### config.mk
export PLATFORM = sky130hd
export DESIGN_NAME = ccms_clock_ctrl
export DESIGN_NICKNAME = d
export VERILOG_FILES = /design/src/ccms_pkg.sv /design/src/ccms_osc_sync.sv /design/src/ccms_clock_ctrl.sv
export VERILOG_INCLUDE_DIRS = /design/src
export SDC_FILE = /design/constraint.sdc
export NUM_CORES = 1
export LEC_CHECK = 0
export ABC_AREA = 1
export BUFFER_PORTS_ARGS = -buffer_cell sky130_fd_sc_hd__buf_2
export CAP_MARGIN = 10
export CORE_MARGIN = 4
export CORE_UTILIZATION = 47
export CTS_CLUSTER_SIZE = 16
export DETAILED_ROUTE_END_ITERATION = 7
export PLACE_DENSITY = 0.72
export SYNTH_ARGS = -nofsm -noshare
export SYNTH_HDL_FRONTEND = slang
export SYNTH_SLANG_ARGS = --single-unit
### constraint.sdc
create_clock -name ref_clk -period 2.9 [get_ports ref_clk]
set_input_delay 0.435 -clock ref_clk [delete_from_list [all_inputs] [get_ports ref_clk]]
set_output_delay 0.435 -clock ref_clk [all_outputs]
set_load 0.02 [all_outputs]
### src/ccms_map.svh
// Constants for the CPU clock mode selector
`ifndef CCMS_MAP_SVH
`define CCMS_MAP_SVH

// ---------------------------------------------------------------
// Oscillator tick positions
// ---------------------------------------------------------------
`define CCMS_SRC_MAIN    0
`define CCMS_SRC_SUB     1
`define CCMS_SRC_INT     2
`define CCMS_SRC_SYNTH   3
`define CCMS_NUM_SRC     4

// ---------------------------------------------------------------
// Divider field codes and terminal counts
// ---------------------------------------------------------------
`define CCMS_DIV_CODE_1  2'h0
`define CCMS_DIV_CODE_2  2'h1
`define CCMS_DIV_CODE_4  2'h2
`define CCMS_DIV_CODE_16 2'h3
`define CCMS_LAST_1      4'h0
`define CCMS_LAST_2      4'h1
`define CCMS_LAST_4      4'h3
`define CCMS_LAST_8      4'h7
`define CCMS_LAST_16     4'hF
`define CCMS_CNT_ZERO    4'h0
`define CCMS_CNT_ONE     4'h1

// ---------------------------------------------------------------
// Clock output select codes and tap bits
// ---------------------------------------------------------------
`define CCMS_CO_PORT     2'h0
`define CCMS_CO_F8       2'h1
`define CCMS_CO_F32      2'h2
`define CCMS_CO_FC       2'h3
`define CCMS_TAP_F8      2
`define CCMS_TAP_F32     4

// ---------------------------------------------------------------
// Reset values
// ---------------------------------------------------------------
`define CCMS_RST_DIV8    1'b1
`define CCMS_RST_PREDIV  2'h0
`define CCMS_RST_MULT    3'h0

`endif

### src/ccms_pkg.sv
// Types for the CPU clock mode selector
package ccms_pkg;

  // -------------------------------------------------------------
  // Normal operating modes, one-hot
  // -------------------------------------------------------------
  typedef enum logic [6:0] {
    CCMS_HIGH      = 7'h01,
    CCMS_SYNTH     = 7'h02,
    CCMS_MEDIUM    = 7'h04,
    CCMS_LOW_SPEED = 7'h08,
    CCMS_LOW_POWER = 7'h10,
    CCMS_INT_OSC   = 7'h20,
    CCMS_INT_LP    = 7'h40
  } ccms_mode_type;

endpackage : ccms_pkg

### src/ccms_osc_sync.sv
// Oscillator level synchroniser with rising-edge tick
`timescale 1ns/10ps

module ccms_osc_sync #(
  parameter int NUM = 4
) (
  input  wire logic           ref_clk,
  input  wire logic           rst_n,
  input  wire logic           ce,
  input  wire logic [NUM-1:0] osc_level,
  output logic      [NUM-1:0] osc_tick
);

  logic [NUM-1:0] meta_q;
  logic [NUM-1:0] sync_q;
  logic [NUM-1:0] last_q;

  generate
    if (NUM < 1) begin : g_bad
      $error("ccms_osc_sync needs NUM of at least 1");
    end
  endgenerate

  // ---------------------------------------------------------------
  // Two stages, then edge detect on the second only
  // ---------------------------------------------------------------
  always_ff @(posedge ref_clk or negedge rst_n) begin
    if (!rst_n) begin
      meta_q <= '0;
      sync_q <= '0;
      last_q <= '0;
    end else if (ce) begin
      meta_q <= osc_level;
      sync_q <= meta_q;
      last_q <= sync_q;
    end
  end

  assign osc_tick = sync_q & ~last_q;

endmodule : ccms_osc_sync

### src/ccms_clock_ctrl.sv
// CPU clock source, divider, peripheral gating and mode decode
`timescale 1ns/10ps
`include "ccms_map.svh"

// What this block does
// CPU source is main, sub, internal 125 kHz or synthesizer clock.
// Main, synthesizer or internal source divides by 1, 2, 4, 8, 16.
// After reset the CPU runs from internal oscillator divided by 8.
// In expansion modes with disable bit 0, bus clock follows CPU clock.
// Divide-by-8 bit sets on stop entry or main-off in low-speed mode.
// Peripheral clock gated in wait with stop bit, always in low power.
// Sub timer clock comes from sub oscillator, only while it runs.
// Internal timer clock offered only while its stop bit is 0.
// Single-chip clock output picks periph/8, periph/32 or sub clock.
// Software switches source only after it oscillates stably.
// Internal to main switch goes through divide-by-8 first.
// Synthesizer mode entered only from high or medium speed.
// Low-speed: sub clocks CPU; peripheral source chosen by source bit, then synthesizer select.
// Software leaves the divide-by-8 bit alone in low power mode.
// Internal oscillator mode clocks CPU and peripherals from it.
// Internal low power mode keeps the same divider choices.
// Medium speed is main clock divided by 2, 4, 8 or 16.
// High speed is the undivided main clock.
// Synthesizer pre-divider and multiplier are writable once after reset.
// Software enables synthesizer and waits for lock before selecting.
// Field 0..3 means 1, 2, 4, 16; divide-by-8 bit overrides.
// Priority: sub select, then synthesizer, then source bit.
module ccms_clock_ctrl #(
  parameter int PCNT_W = 5
) (
  input  wire logic                  ref_clk,
  input  wire logic                  rst_n,
  input  wire logic                  ce,
  input  wire logic                  main_osc_level,
  input  wire logic                  sub_osc_level,
  input  wire logic                  int_osc_level,
  input  wire logic                  synth_osc_level,
  input  wire logic                  div8_wr,
  input  wire logic                  div8_wdata,
  input  wire logic                  cpu_div_field_hi,
  input  wire logic                  cpu_div_field_lo,
  input  wire logic                  sub_clock_cpu_select,
  input  wire logic                  synth_cpu_select,
  input  wire logic                  int_osc_stop,
  input  wire logic                  periph_source_int_osc,
  input  wire logic                  main_osc_off,
  input  wire logic                  sub_osc_enable,
  input  wire logic                  periph_stop_in_wait,
  input  wire logic                  clk_out_sel_hi,
  input  wire logic                  clk_out_sel_lo,
  input  wire logic                  bus_clk_out_disable,
  input  wire logic                  expansion_mode,
  input  wire logic                  wait_mode,
  input  wire logic                  stop_enter,
  input  wire logic                  synth_run,
  input  wire logic                  synth_cfg_wr,
  input  wire logic                  synth_prediv_hi,
  input  wire logic                  synth_prediv_lo,
  input  wire logic                  synth_mult_hi,
  input  wire logic [1:0]            synth_mult_lo,
  output logic                       cpu_clk_en_q,
  output logic                       bus_clk_pin_q,
  output logic                       primary_periph_clock_q,
  output logic                       sub_timer_clock_q,
  output logic                       int_osc_timer_clock_q,
  output logic                       clock_output_pin_q,
  output logic                       div8_select_q,
  output logic                       synth_enable_q,
  output logic [1:0]                 synth_prediv_q,
  output logic [2:0]                 synth_mult_q,
  output ccms_pkg::ccms_mode_type    mode_q
);
  import ccms_pkg::*;

  logic [`CCMS_NUM_SRC-1:0] tick;
  logic                     main_off_q;
  logic                     synth_locked_q;
  logic [3:0]               cnt_q;
  logic [PCNT_W-1:0]        pcnt_q;
  logic                     cpu_tick;
  logic                     periph_tick;
  logic                     periph_on;
  logic                     low_power;
  logic                     div8_set;
  logic [3:0]               last;
  ccms_mode_type            mode_d;

  generate
    if (PCNT_W < `CCMS_TAP_F32 + 1) begin : g_bad
      $error("PCNT_W too narrow for the divide-by-32 tap");
    end
  endgenerate

  // ---------------------------------------------------------------
  // Helpers
  // ---------------------------------------------------------------
  // divider decode
  function automatic logic [3:0] div_last(input logic d8,
                                          input logic [1:0] fld);
    logic [3:0] r;
    r = `CCMS_LAST_1;
    if (d8) begin
      r = `CCMS_LAST_8;
    end else begin
      case (fld)
        `CCMS_DIV_CODE_1:  r = `CCMS_LAST_1;
        `CCMS_DIV_CODE_2:  r = `CCMS_LAST_2;
        `CCMS_DIV_CODE_4:  r = `CCMS_LAST_4;
        `CCMS_DIV_CODE_16: r = `CCMS_LAST_16;
        default:           r = `CCMS_LAST_1;
      endcase
    end
    return r;
  endfunction : div_last

  // Oscillators are foreign levels; only edges cross
  ccms_osc_sync #(
    .NUM (`CCMS_NUM_SRC)
  ) u_sync (
    .ref_clk   (ref_clk),
    .rst_n     (rst_n),
    .ce        (ce),
    .osc_level ({synth_osc_level, int_osc_level,
                 sub_osc_level, main_osc_level}),
    .osc_tick  (tick)
  );

  // ---------------------------------------------------------------
  // Source selection and mode decode
  // ---------------------------------------------------------------
  assign low_power = sub_clock_cpu_select & main_osc_off;
  assign last      = div_last(div8_select_q,
                              {cpu_div_field_hi, cpu_div_field_lo});

  // source choice and priority
  always_comb begin
    cpu_tick    = tick[`CCMS_SRC_MAIN];
    periph_tick = tick[`CCMS_SRC_MAIN];
    if (sub_clock_cpu_select) begin
      // low-speed peripheral source
      cpu_tick    = tick[`CCMS_SRC_SUB];
      periph_tick = periph_source_int_osc ? tick[`CCMS_SRC_INT] :
                    synth_cpu_select ? tick[`CCMS_SRC_SYNTH] :
                    tick[`CCMS_SRC_MAIN];
    end else if (synth_cpu_select) begin
      cpu_tick    = tick[`CCMS_SRC_SYNTH];
      periph_tick = tick[`CCMS_SRC_SYNTH];
    end else if (periph_source_int_osc) begin
      // internal oscillator feeds both
      cpu_tick    = tick[`CCMS_SRC_INT];
      periph_tick = tick[`CCMS_SRC_INT];
    end
  end

  always_comb begin
    mode_d = CCMS_HIGH;
    if (sub_clock_cpu_select) begin
      mode_d = main_osc_off ? CCMS_LOW_POWER : CCMS_LOW_SPEED;
    end else if (synth_cpu_select) begin
      mode_d = CCMS_SYNTH;
    end else if (periph_source_int_osc) begin
      mode_d = main_osc_off ? CCMS_INT_LP : CCMS_INT_OSC;
    end else if (last != `CCMS_LAST_1) begin
      mode_d = CCMS_MEDIUM;
    end
  end

  always_ff @(posedge ref_clk or negedge rst_n) begin
    if (!rst_n) begin
      mode_q <= CCMS_INT_OSC;
    end else if (ce) begin
      mode_q <= mode_d;
    end
  end

  // ---------------------------------------------------------------
  // Divide-by-8 bit
  // ---------------------------------------------------------------
  // stop entry or low-power entry detect
  assign div8_set = stop_enter |
                    (sub_clock_cpu_select & main_osc_off & ~main_off_q);

  // reset to divide by 8; hardware set beats a write
  always_ff @(posedge ref_clk or negedge rst_n) begin
    if (!rst_n) begin
      div8_select_q <= `CCMS_RST_DIV8;
      main_off_q    <= 1'b0;
    end else if (ce) begin
      main_off_q <= main_osc_off;
      if (div8_set) begin
        div8_select_q <= 1'b1;
      end else if (div8_wr) begin
        div8_select_q <= div8_wdata;
      end
    end
  end

  // ---------------------------------------------------------------
  // CPU divider and bus clock
  // ---------------------------------------------------------------
  // divide; sub clock is never divided
  always_ff @(posedge ref_clk or negedge rst_n) begin
    if (!rst_n) begin
      cnt_q        <= `CCMS_CNT_ZERO;
      cpu_clk_en_q <= 1'b0;
    end else if (ce) begin
      cpu_clk_en_q <= 1'b0;
      if (cpu_tick) begin
        if (sub_clock_cpu_select || cnt_q >= last) begin
          cnt_q        <= `CCMS_CNT_ZERO;
          cpu_clk_en_q <= 1'b1;
        end else begin
          cnt_q <= cnt_q + `CCMS_CNT_ONE;
        end
      end
    end
  end

  // bus clock mirrors CPU clock; idles high otherwise
  always_ff @(posedge ref_clk or negedge rst_n) begin
    if (!rst_n) begin
      bus_clk_pin_q <= 1'b1;
    end else if (ce) begin
      bus_clk_pin_q <= (expansion_mode && !bus_clk_out_disable) ?
                       cpu_clk_en_q : 1'b1;
    end
  end

  // ---------------------------------------------------------------
  // Peripheral and timer clocks
  // ---------------------------------------------------------------
  // peripheral gating
  assign periph_on = ~low_power & ~(wait_mode & periph_stop_in_wait);

  always_ff @(posedge ref_clk or negedge rst_n) begin
    if (!rst_n) begin
      primary_periph_clock_q <= 1'b0;
      sub_timer_clock_q      <= 1'b0;
      int_osc_timer_clock_q  <= 1'b0;
      pcnt_q                 <= '0;
    end else if (ce) begin
      primary_periph_clock_q <= periph_tick & periph_on;
      // sub timer clock
      sub_timer_clock_q      <= tick[`CCMS_SRC_SUB] & sub_osc_enable;
      // internal timer clock
      int_osc_timer_clock_q  <= tick[`CCMS_SRC_INT] & ~int_osc_stop;
      if (periph_tick && periph_on) begin
        pcnt_q <= pcnt_q + 1'b1;
      end
    end
  end

  // clock output select; low for port use and in bus modes
  // Sub clock leaves as one pulse per period, so its rate is kept
  always_ff @(posedge ref_clk or negedge rst_n) begin
    if (!rst_n) begin
      clock_output_pin_q <= 1'b0;
    end else if (ce) begin
      case (expansion_mode ? `CCMS_CO_PORT : {clk_out_sel_hi, clk_out_sel_lo})
        `CCMS_CO_F8:  clock_output_pin_q <= pcnt_q[`CCMS_TAP_F8];
        `CCMS_CO_F32: clock_output_pin_q <= pcnt_q[`CCMS_TAP_F32];
        `CCMS_CO_FC:  clock_output_pin_q <= tick[`CCMS_SRC_SUB];
        default:      clock_output_pin_q <= 1'b0;
      endcase
    end
  end

  // ---------------------------------------------------------------
  // Synthesizer configuration
  // ---------------------------------------------------------------
  // write-once fields
  always_ff @(posedge ref_clk or negedge rst_n) begin
    if (!rst_n) begin
      synth_prediv_q <= `CCMS_RST_PREDIV;
      synth_mult_q   <= `CCMS_RST_MULT;
      synth_locked_q <= 1'b0;
      synth_enable_q <= 1'b0;
    end else if (ce) begin
      synth_enable_q <= synth_run;
      if (synth_cfg_wr && !synth_locked_q) begin
        synth_prediv_q <= {synth_prediv_hi, synth_prediv_lo};
        synth_mult_q   <= {synth_mult_hi, synth_mult_lo};
        synth_locked_q <= 1'b1;
      end
    end
  end
endmodule : ccms_clock_ctrl

After elaboration in Yosys (flattened, before gate mapping)
Index checks and enable logic that the tools add are counted.
- add/subtract/negate cells: 2
- $mul: 0
- div/mod/pow operators: 0
- magnitude comparators: 1
- equal/unequal tests: 6
- shifts and indexed selects: 0
- muxes and demuxes: 22
- bitwise logic cells: 14
- reduce and logical (&&, ||, !) cells: 13
- operators by type and width (cell ; count):
    $mux W7 ; 4
    $pmux W4 S4 ; 1
    $mux W1 ; 11
    $eq A2 B2 Y1 const B ; 4
    $mux W4 ; 2
    $reduce_and A2 Y1 ; 4
    $and A1 B1 Y1 ; 7
    $add A5 B1 Y5 const B ; 1
    $mux W5 ; 1
    $add A4 B1 Y4 const B ; 1
    $and A4 B4 Y4 ; 1
    $eq A2 B1 Y1 const B ; 2
    $ge A4 B4 Y1 ; 1
    $not A1 Y1 ; 4
    $not A4 Y4 ; 1
    $reduce_bool A4 Y1 ; 1
    $logic_and A1 B1 Y1 ; 3
    $mux W3 ; 1
    $pmux W1 S3 ; 1
    $logic_not A1 Y1 ; 2
    $logic_not A2 Y1 ; 1
    $mux W2 ; 1
    $reduce_bool A2 Y1 ; 1
    $logic_or A1 B1 Y1 ; 1
    $or A1 B1 Y1 ; 1
- bits in registers: 43
- latch bits: 0
- memory bits (writable): 0
- bits in read-only memories: 0
- input bits: 31
- output and inout bits: 20
- word-level logic and storage cells: 76
- memories kept: 0

Longest topological paths before layout
- depth in word-level cells: 8
- mapped depth: 9
- gate-level depth less buffers: 9

By module
From an unflattened synthesis, not the netlist that was laid out.
- cell total of the unflattened synthesis: 234
- area, all modules: 2039.5 µm²
- by module, submodules not included (module ; instances ; cells each ; area each (µm²)):
    ccms_clock_ctrl ; 1 ; 175 ; 1551.5
    ccms_osc_sync ; 1 ; 59 ; 488.0

Worst setup path after synthesis
No wires, ideal clock.
- kind: reg-to-reg
- start: register div8_select_q
- end: register cnt_q[0]
- arrival time: 1.475 ns
- setup slack: 1.360 ns
- stages on the path, launching flop included: 9
- path buffers: 0
- cell sequence: dfstp_2 inv_1 nand3_1 ha_1 a21oi_1 nand4_1 nor2_1 nand2_1 nand2_1
- longest elaborated chain between the ends: 4
- ends and longest elaborated chain (what ; line ; source):
    from (decl) ; ccms_clock_ctrl.sv:67 ; output logic div8_select_q,
    from (signal assigned) ; ccms_clock_ctrl.sv:186 ; div8_select_q <= `CCMS_RST_DIV8;
    from (signal assigned) ; ccms_clock_ctrl.sv:193 ; div8_select_q <= div8_wdata;
    $mux W4 ; ccms_clock_ctrl.sv:102 ; if (d8) begin
    $ge A4 B4 Y1 ; ccms_clock_ctrl.sv:209 ; if (sub_clock_cpu_select || cnt_q >= last) begin
    $logic_or A1 B1 Y1 ; ccms_clock_ctrl.sv:209 ;
    $mux W4 ; ccms_clock_ctrl.sv:209 ;
    to (signal assigned) ; ccms_clock_ctrl.sv:204 ; cnt_q <= `CCMS_CNT_ZERO;
    to (signal assigned) ; ccms_clock_ctrl.sv:210 ; cnt_q <= `CCMS_CNT_ZERO;
    to (signal assigned) ; ccms_clock_ctrl.sv:213 ; cnt_q <= cnt_q + `CCMS_CNT_ONE;
    to (decl) ; ccms_clock_ctrl.sv:78 ; logic [3:0] cnt_q;
Every way passes these cells.
A chain may end at the register's enable or synchronous reset.

Final worst setup path
- start: register div8_select_q
- end: register cnt_q[1]
Same word-level chain as after synthesis.

==> impl_metrics.tcl <==
set metrics [dict create \
    cts.sinks 43 \
    end_kind "register" \
    total_power_w 0.00137 \
    highest_layer "met4" \
    synth_edf_count 0 \
    netlist_area_sq_um 2010 \
    p_int_w 0.000953 \
    fin_crit_ps 1700 \
    grt_usage_pct 16.7 \
    n_fill_cell 355 \
    via_per_inst 4.88 \
    die_w_um 73.4 \
    reg2reg_depth 8 \
    critPathKind "register to register" \
    setup_tns_ps 0 \
    ios 51 \
    antenna_cells 0 \
    r2r_slack_ps 1200 \
    die-area_sq_um 5390 \
    fin_skew_ps 8.53 \
    clk_latency_ps 290 \
    start_util_pct 49.6 \
    p_seq_share_pct 53.4 \
    ctsResizeCount 0 \
    r2r-end "cnt_q[1]$_DFFE_PN0P_" \
    p_clk_share_pct 26.5 \
    root_buffer "clkbuf_8" \
    max_clock_freq_mhz 587 \
    drtIter0Drc 117 \
    fp.dieH_um 73.4 \
    wirelength_met1_um 1810 \
    slew_headroom_pct 38.3 \
    final_util_pct 58.8 \
    grt_pass1_vias 1551 \
    synth_commonest_cells "80 x nand2_1, 40 x dfrtp_1, 16 x nand3_1" \
    ys.flop_type "dfrtp_1" \
    placed_area_sq_um 2300 \
    synth_most_common_cell "nand2_1" \
    area_delta_synth_final_pct 18.5 \
    synth-seq-cells 43 \
    seq_area_frac_synth_pct 53.6 \
    cp.arrival_ps 1930 \
    switching_share_pct 30.5 \
    setup_viol 0 \
    yosysUniqueCellTypes 27 \
    drc_errors 0 \
    hold_viol 0 \
    wl_per_cell_um 11.8 \
    yosysWarnings 0 \
    met3_length_um 280 \
    cap_violations 0 \
    vdd_drop_max_mv 0.455 \
    status "finished, final reports clean" \
    yosys.area.top_type "dfrtp_1" \
    met2WireLength_um 1770 \
    synth_top_area_share_pct 49.7 \
    post_cts_buffers 0 \
    detailed_place_hpwl_um 2880 \
    cts.htree.levels 2 \
    antenna_found_initial 0 \
    drt_wl_total_um 3900 \
    stdcell_area_sq_um 2380 \
    tritoncts "built" \
    grt_pass1_wl_um 6950 \
    drv_slew 0 \
    hold_path_class "input pin to async pin" \
    cp-start-kind "register" \
    num_rows 23 \
    period_share_pct 58.7 \
    hold_buffers 0 \
    clk_pin_slew_ps 80 \
    rsz0062_at_grt "no" \
    switching_power_w 0.000419 \
    vias 1609 \
    routabilityCongestion 0.771 \
    avgSynthCellArea_sq_um 8.87 \
    core-area_sq_um 4060 \
    grt_overflow 0 \
    drtPass1Iterations 4 \
    critPathMaxFanout 5 \
    worst_pin_slew_ps 925 \
    grt_max_degree 44 \
    synthArstFlopShare_pct 100 \
    power.density_nw_per_um2 575 \
    comb_power_share_pct 20.1 \
    required_ps 3130 \
    port_buffers 50 \
    synthCells 227 \
    cts_buffers 5 \
    r2r_start "div8_select_q$_DFFE_PN1P_" \
    nNetsFinal 316 \
    drive_above_1_share_pct 27.1 \
    antenna_left 0 \
    clock_path_buffers 2 \
    p_leak_nw 1.30 \
    synth.area.top_cells "dfrtp_1 50%, nand2_1 15%, nand3_1 4.0%" \
    synth_nets 264 \
]
routing by layer:
metal	up-vias	track usage [%]
met5	-	0
met4	0	4.23
met3	4	4.92
met2	42	25.5
met1	719	23.4
li1	844	-
layout make-up:
| class | instances | area [sq um] | share of cell area (%) |
|---|---|---|---|
| clock buffer | 7 | 76.3 | 3.20 |
| clock inverter | 1 | 5.00 | 0.210 |
| inverter | 18 | 67.6 | 2.83 |
| multi-input combinational | 161 | 843 | 35.4 |
| sequential | 43 | 1080 | 45.3 |
| tap | 50 | 62.6 | 2.62 |
| timing repair buffer | 50 | 250 | 10.5 |
worst max-delay path, cell delays in order, from the launching register on:
cell	delay (ps)
dfstp_2	390
nor3_1	290
inv_1	100
ha_1	280
nand4_1	90
nand4_1	220
nor2_1	150
nand2_1	60
nand2_1	60
registers in the layout (all words and copies together) (netlist names), 2 cells and up:
signal          flops
u_sync.last_q       4
mode_q              7
pcnt_q              5
cnt_q               4
u_sync.meta_q       4
synth_prediv_q      2
u_sync.sync_q       4
synth_mult_q        3
worst max-delay path by stage:
stage                                   start                   end  depth (start not counted)
floorplan           div8_select_q$_DFFE_PN1P_  cnt_q[0]$_DFFE_PN0P_                          8
global placement             cpu_div_field_hi  cnt_q[3]$_DFFE_PN0P_                          9
detailed placement           cpu_div_field_hi  cnt_q[3]$_DFFE_PN0P_                          9
CTS                 div8_select_q$_DFFE_PN1P_  cnt_q[1]$_DFFE_PN0P_                          8
global route        div8_select_q$_DFFE_PN1P_  cnt_q[0]$_DFFE_PN0P_                          8
finish              div8_select_q$_DFFE_PN1P_  cnt_q[1]$_DFFE_PN0P_                          8
cell families after synthesis:
family                     after synthesis  synth area share, %
AOI/OAI and AO/OA                       26                 8.27
and+or+nand+nor                        119                 24.9
adders and majority gates                6                 3.73
buffers and inverters                   23                 4.47
DFF                                     43                 53.6
muxes                                    5                 2.80
xor gates and xnor gates                 5                 2.18
layout by cell type (no fill, tap or decap):
cell | synthesis | layout
o21ai_1 | 9 | 9
o21ai_0 | 6 | 6
clkbuf_1 | 2 | 2
a21oi_1 | 4 | 4
nor2_1 | 12 | 12
inv_1 | 14 | 14
nand3_2 | 1 | 1
inv_2 | 4 | 4
xor2_1 | 2 | 2
buf_2 | 3 | 50
nand2_1 | 80 | 80
a22o_1 | 1 | 1
o21bai_1 | 1 | 1
nand2_4 | 1 | 1
o31ai_1 | 3 | 3
nand2_2 | 2 | 2
nor2_2 | 2 | 2
a21oi_4 | 2 | 2
ha_1 | 6 | 6
nor3_1 | 2 | 2
clkbuf_8 | 0 | 5
xnor2_1 | 3 | 3
mux2_2 | 5 | 5
nand4_1 | 2 | 2
nor3b_1 | 1 | 1
dfstp_2 | 3 | 3
dfrtp_1 | 40 | 40
clkinv_2 | 0 | 1
nand3_1 | 16 | 16
stage by stage:
stage	std cells	setup WS (ps)	hold slack, ps
3_3_place_gp	322	1020	435
5_1_grt	330	997	334
4_1_cts	330	1190	317
2_1_floorplan	227	1360	139
3_5_place_dp	322	1040	438
6_report	330	1200	275
power by group through the flow:
stage / Clock (W) / Combinational, W / Sequential [W]
after floorplan: 0 / 0.000173 / 0.000754
after global routing: 0.000400 / 0.000330 / 0.000747
after detailed placement: 0 / 0.000279 / 0.000744
final: 0.000363 / 0.000276 / 0.000733
after global placement: 0 / 0.000274 / 0.000745
after CTS: 0.000373 / 0.000281 / 0.000733
(Power assumes the default switching activity.)
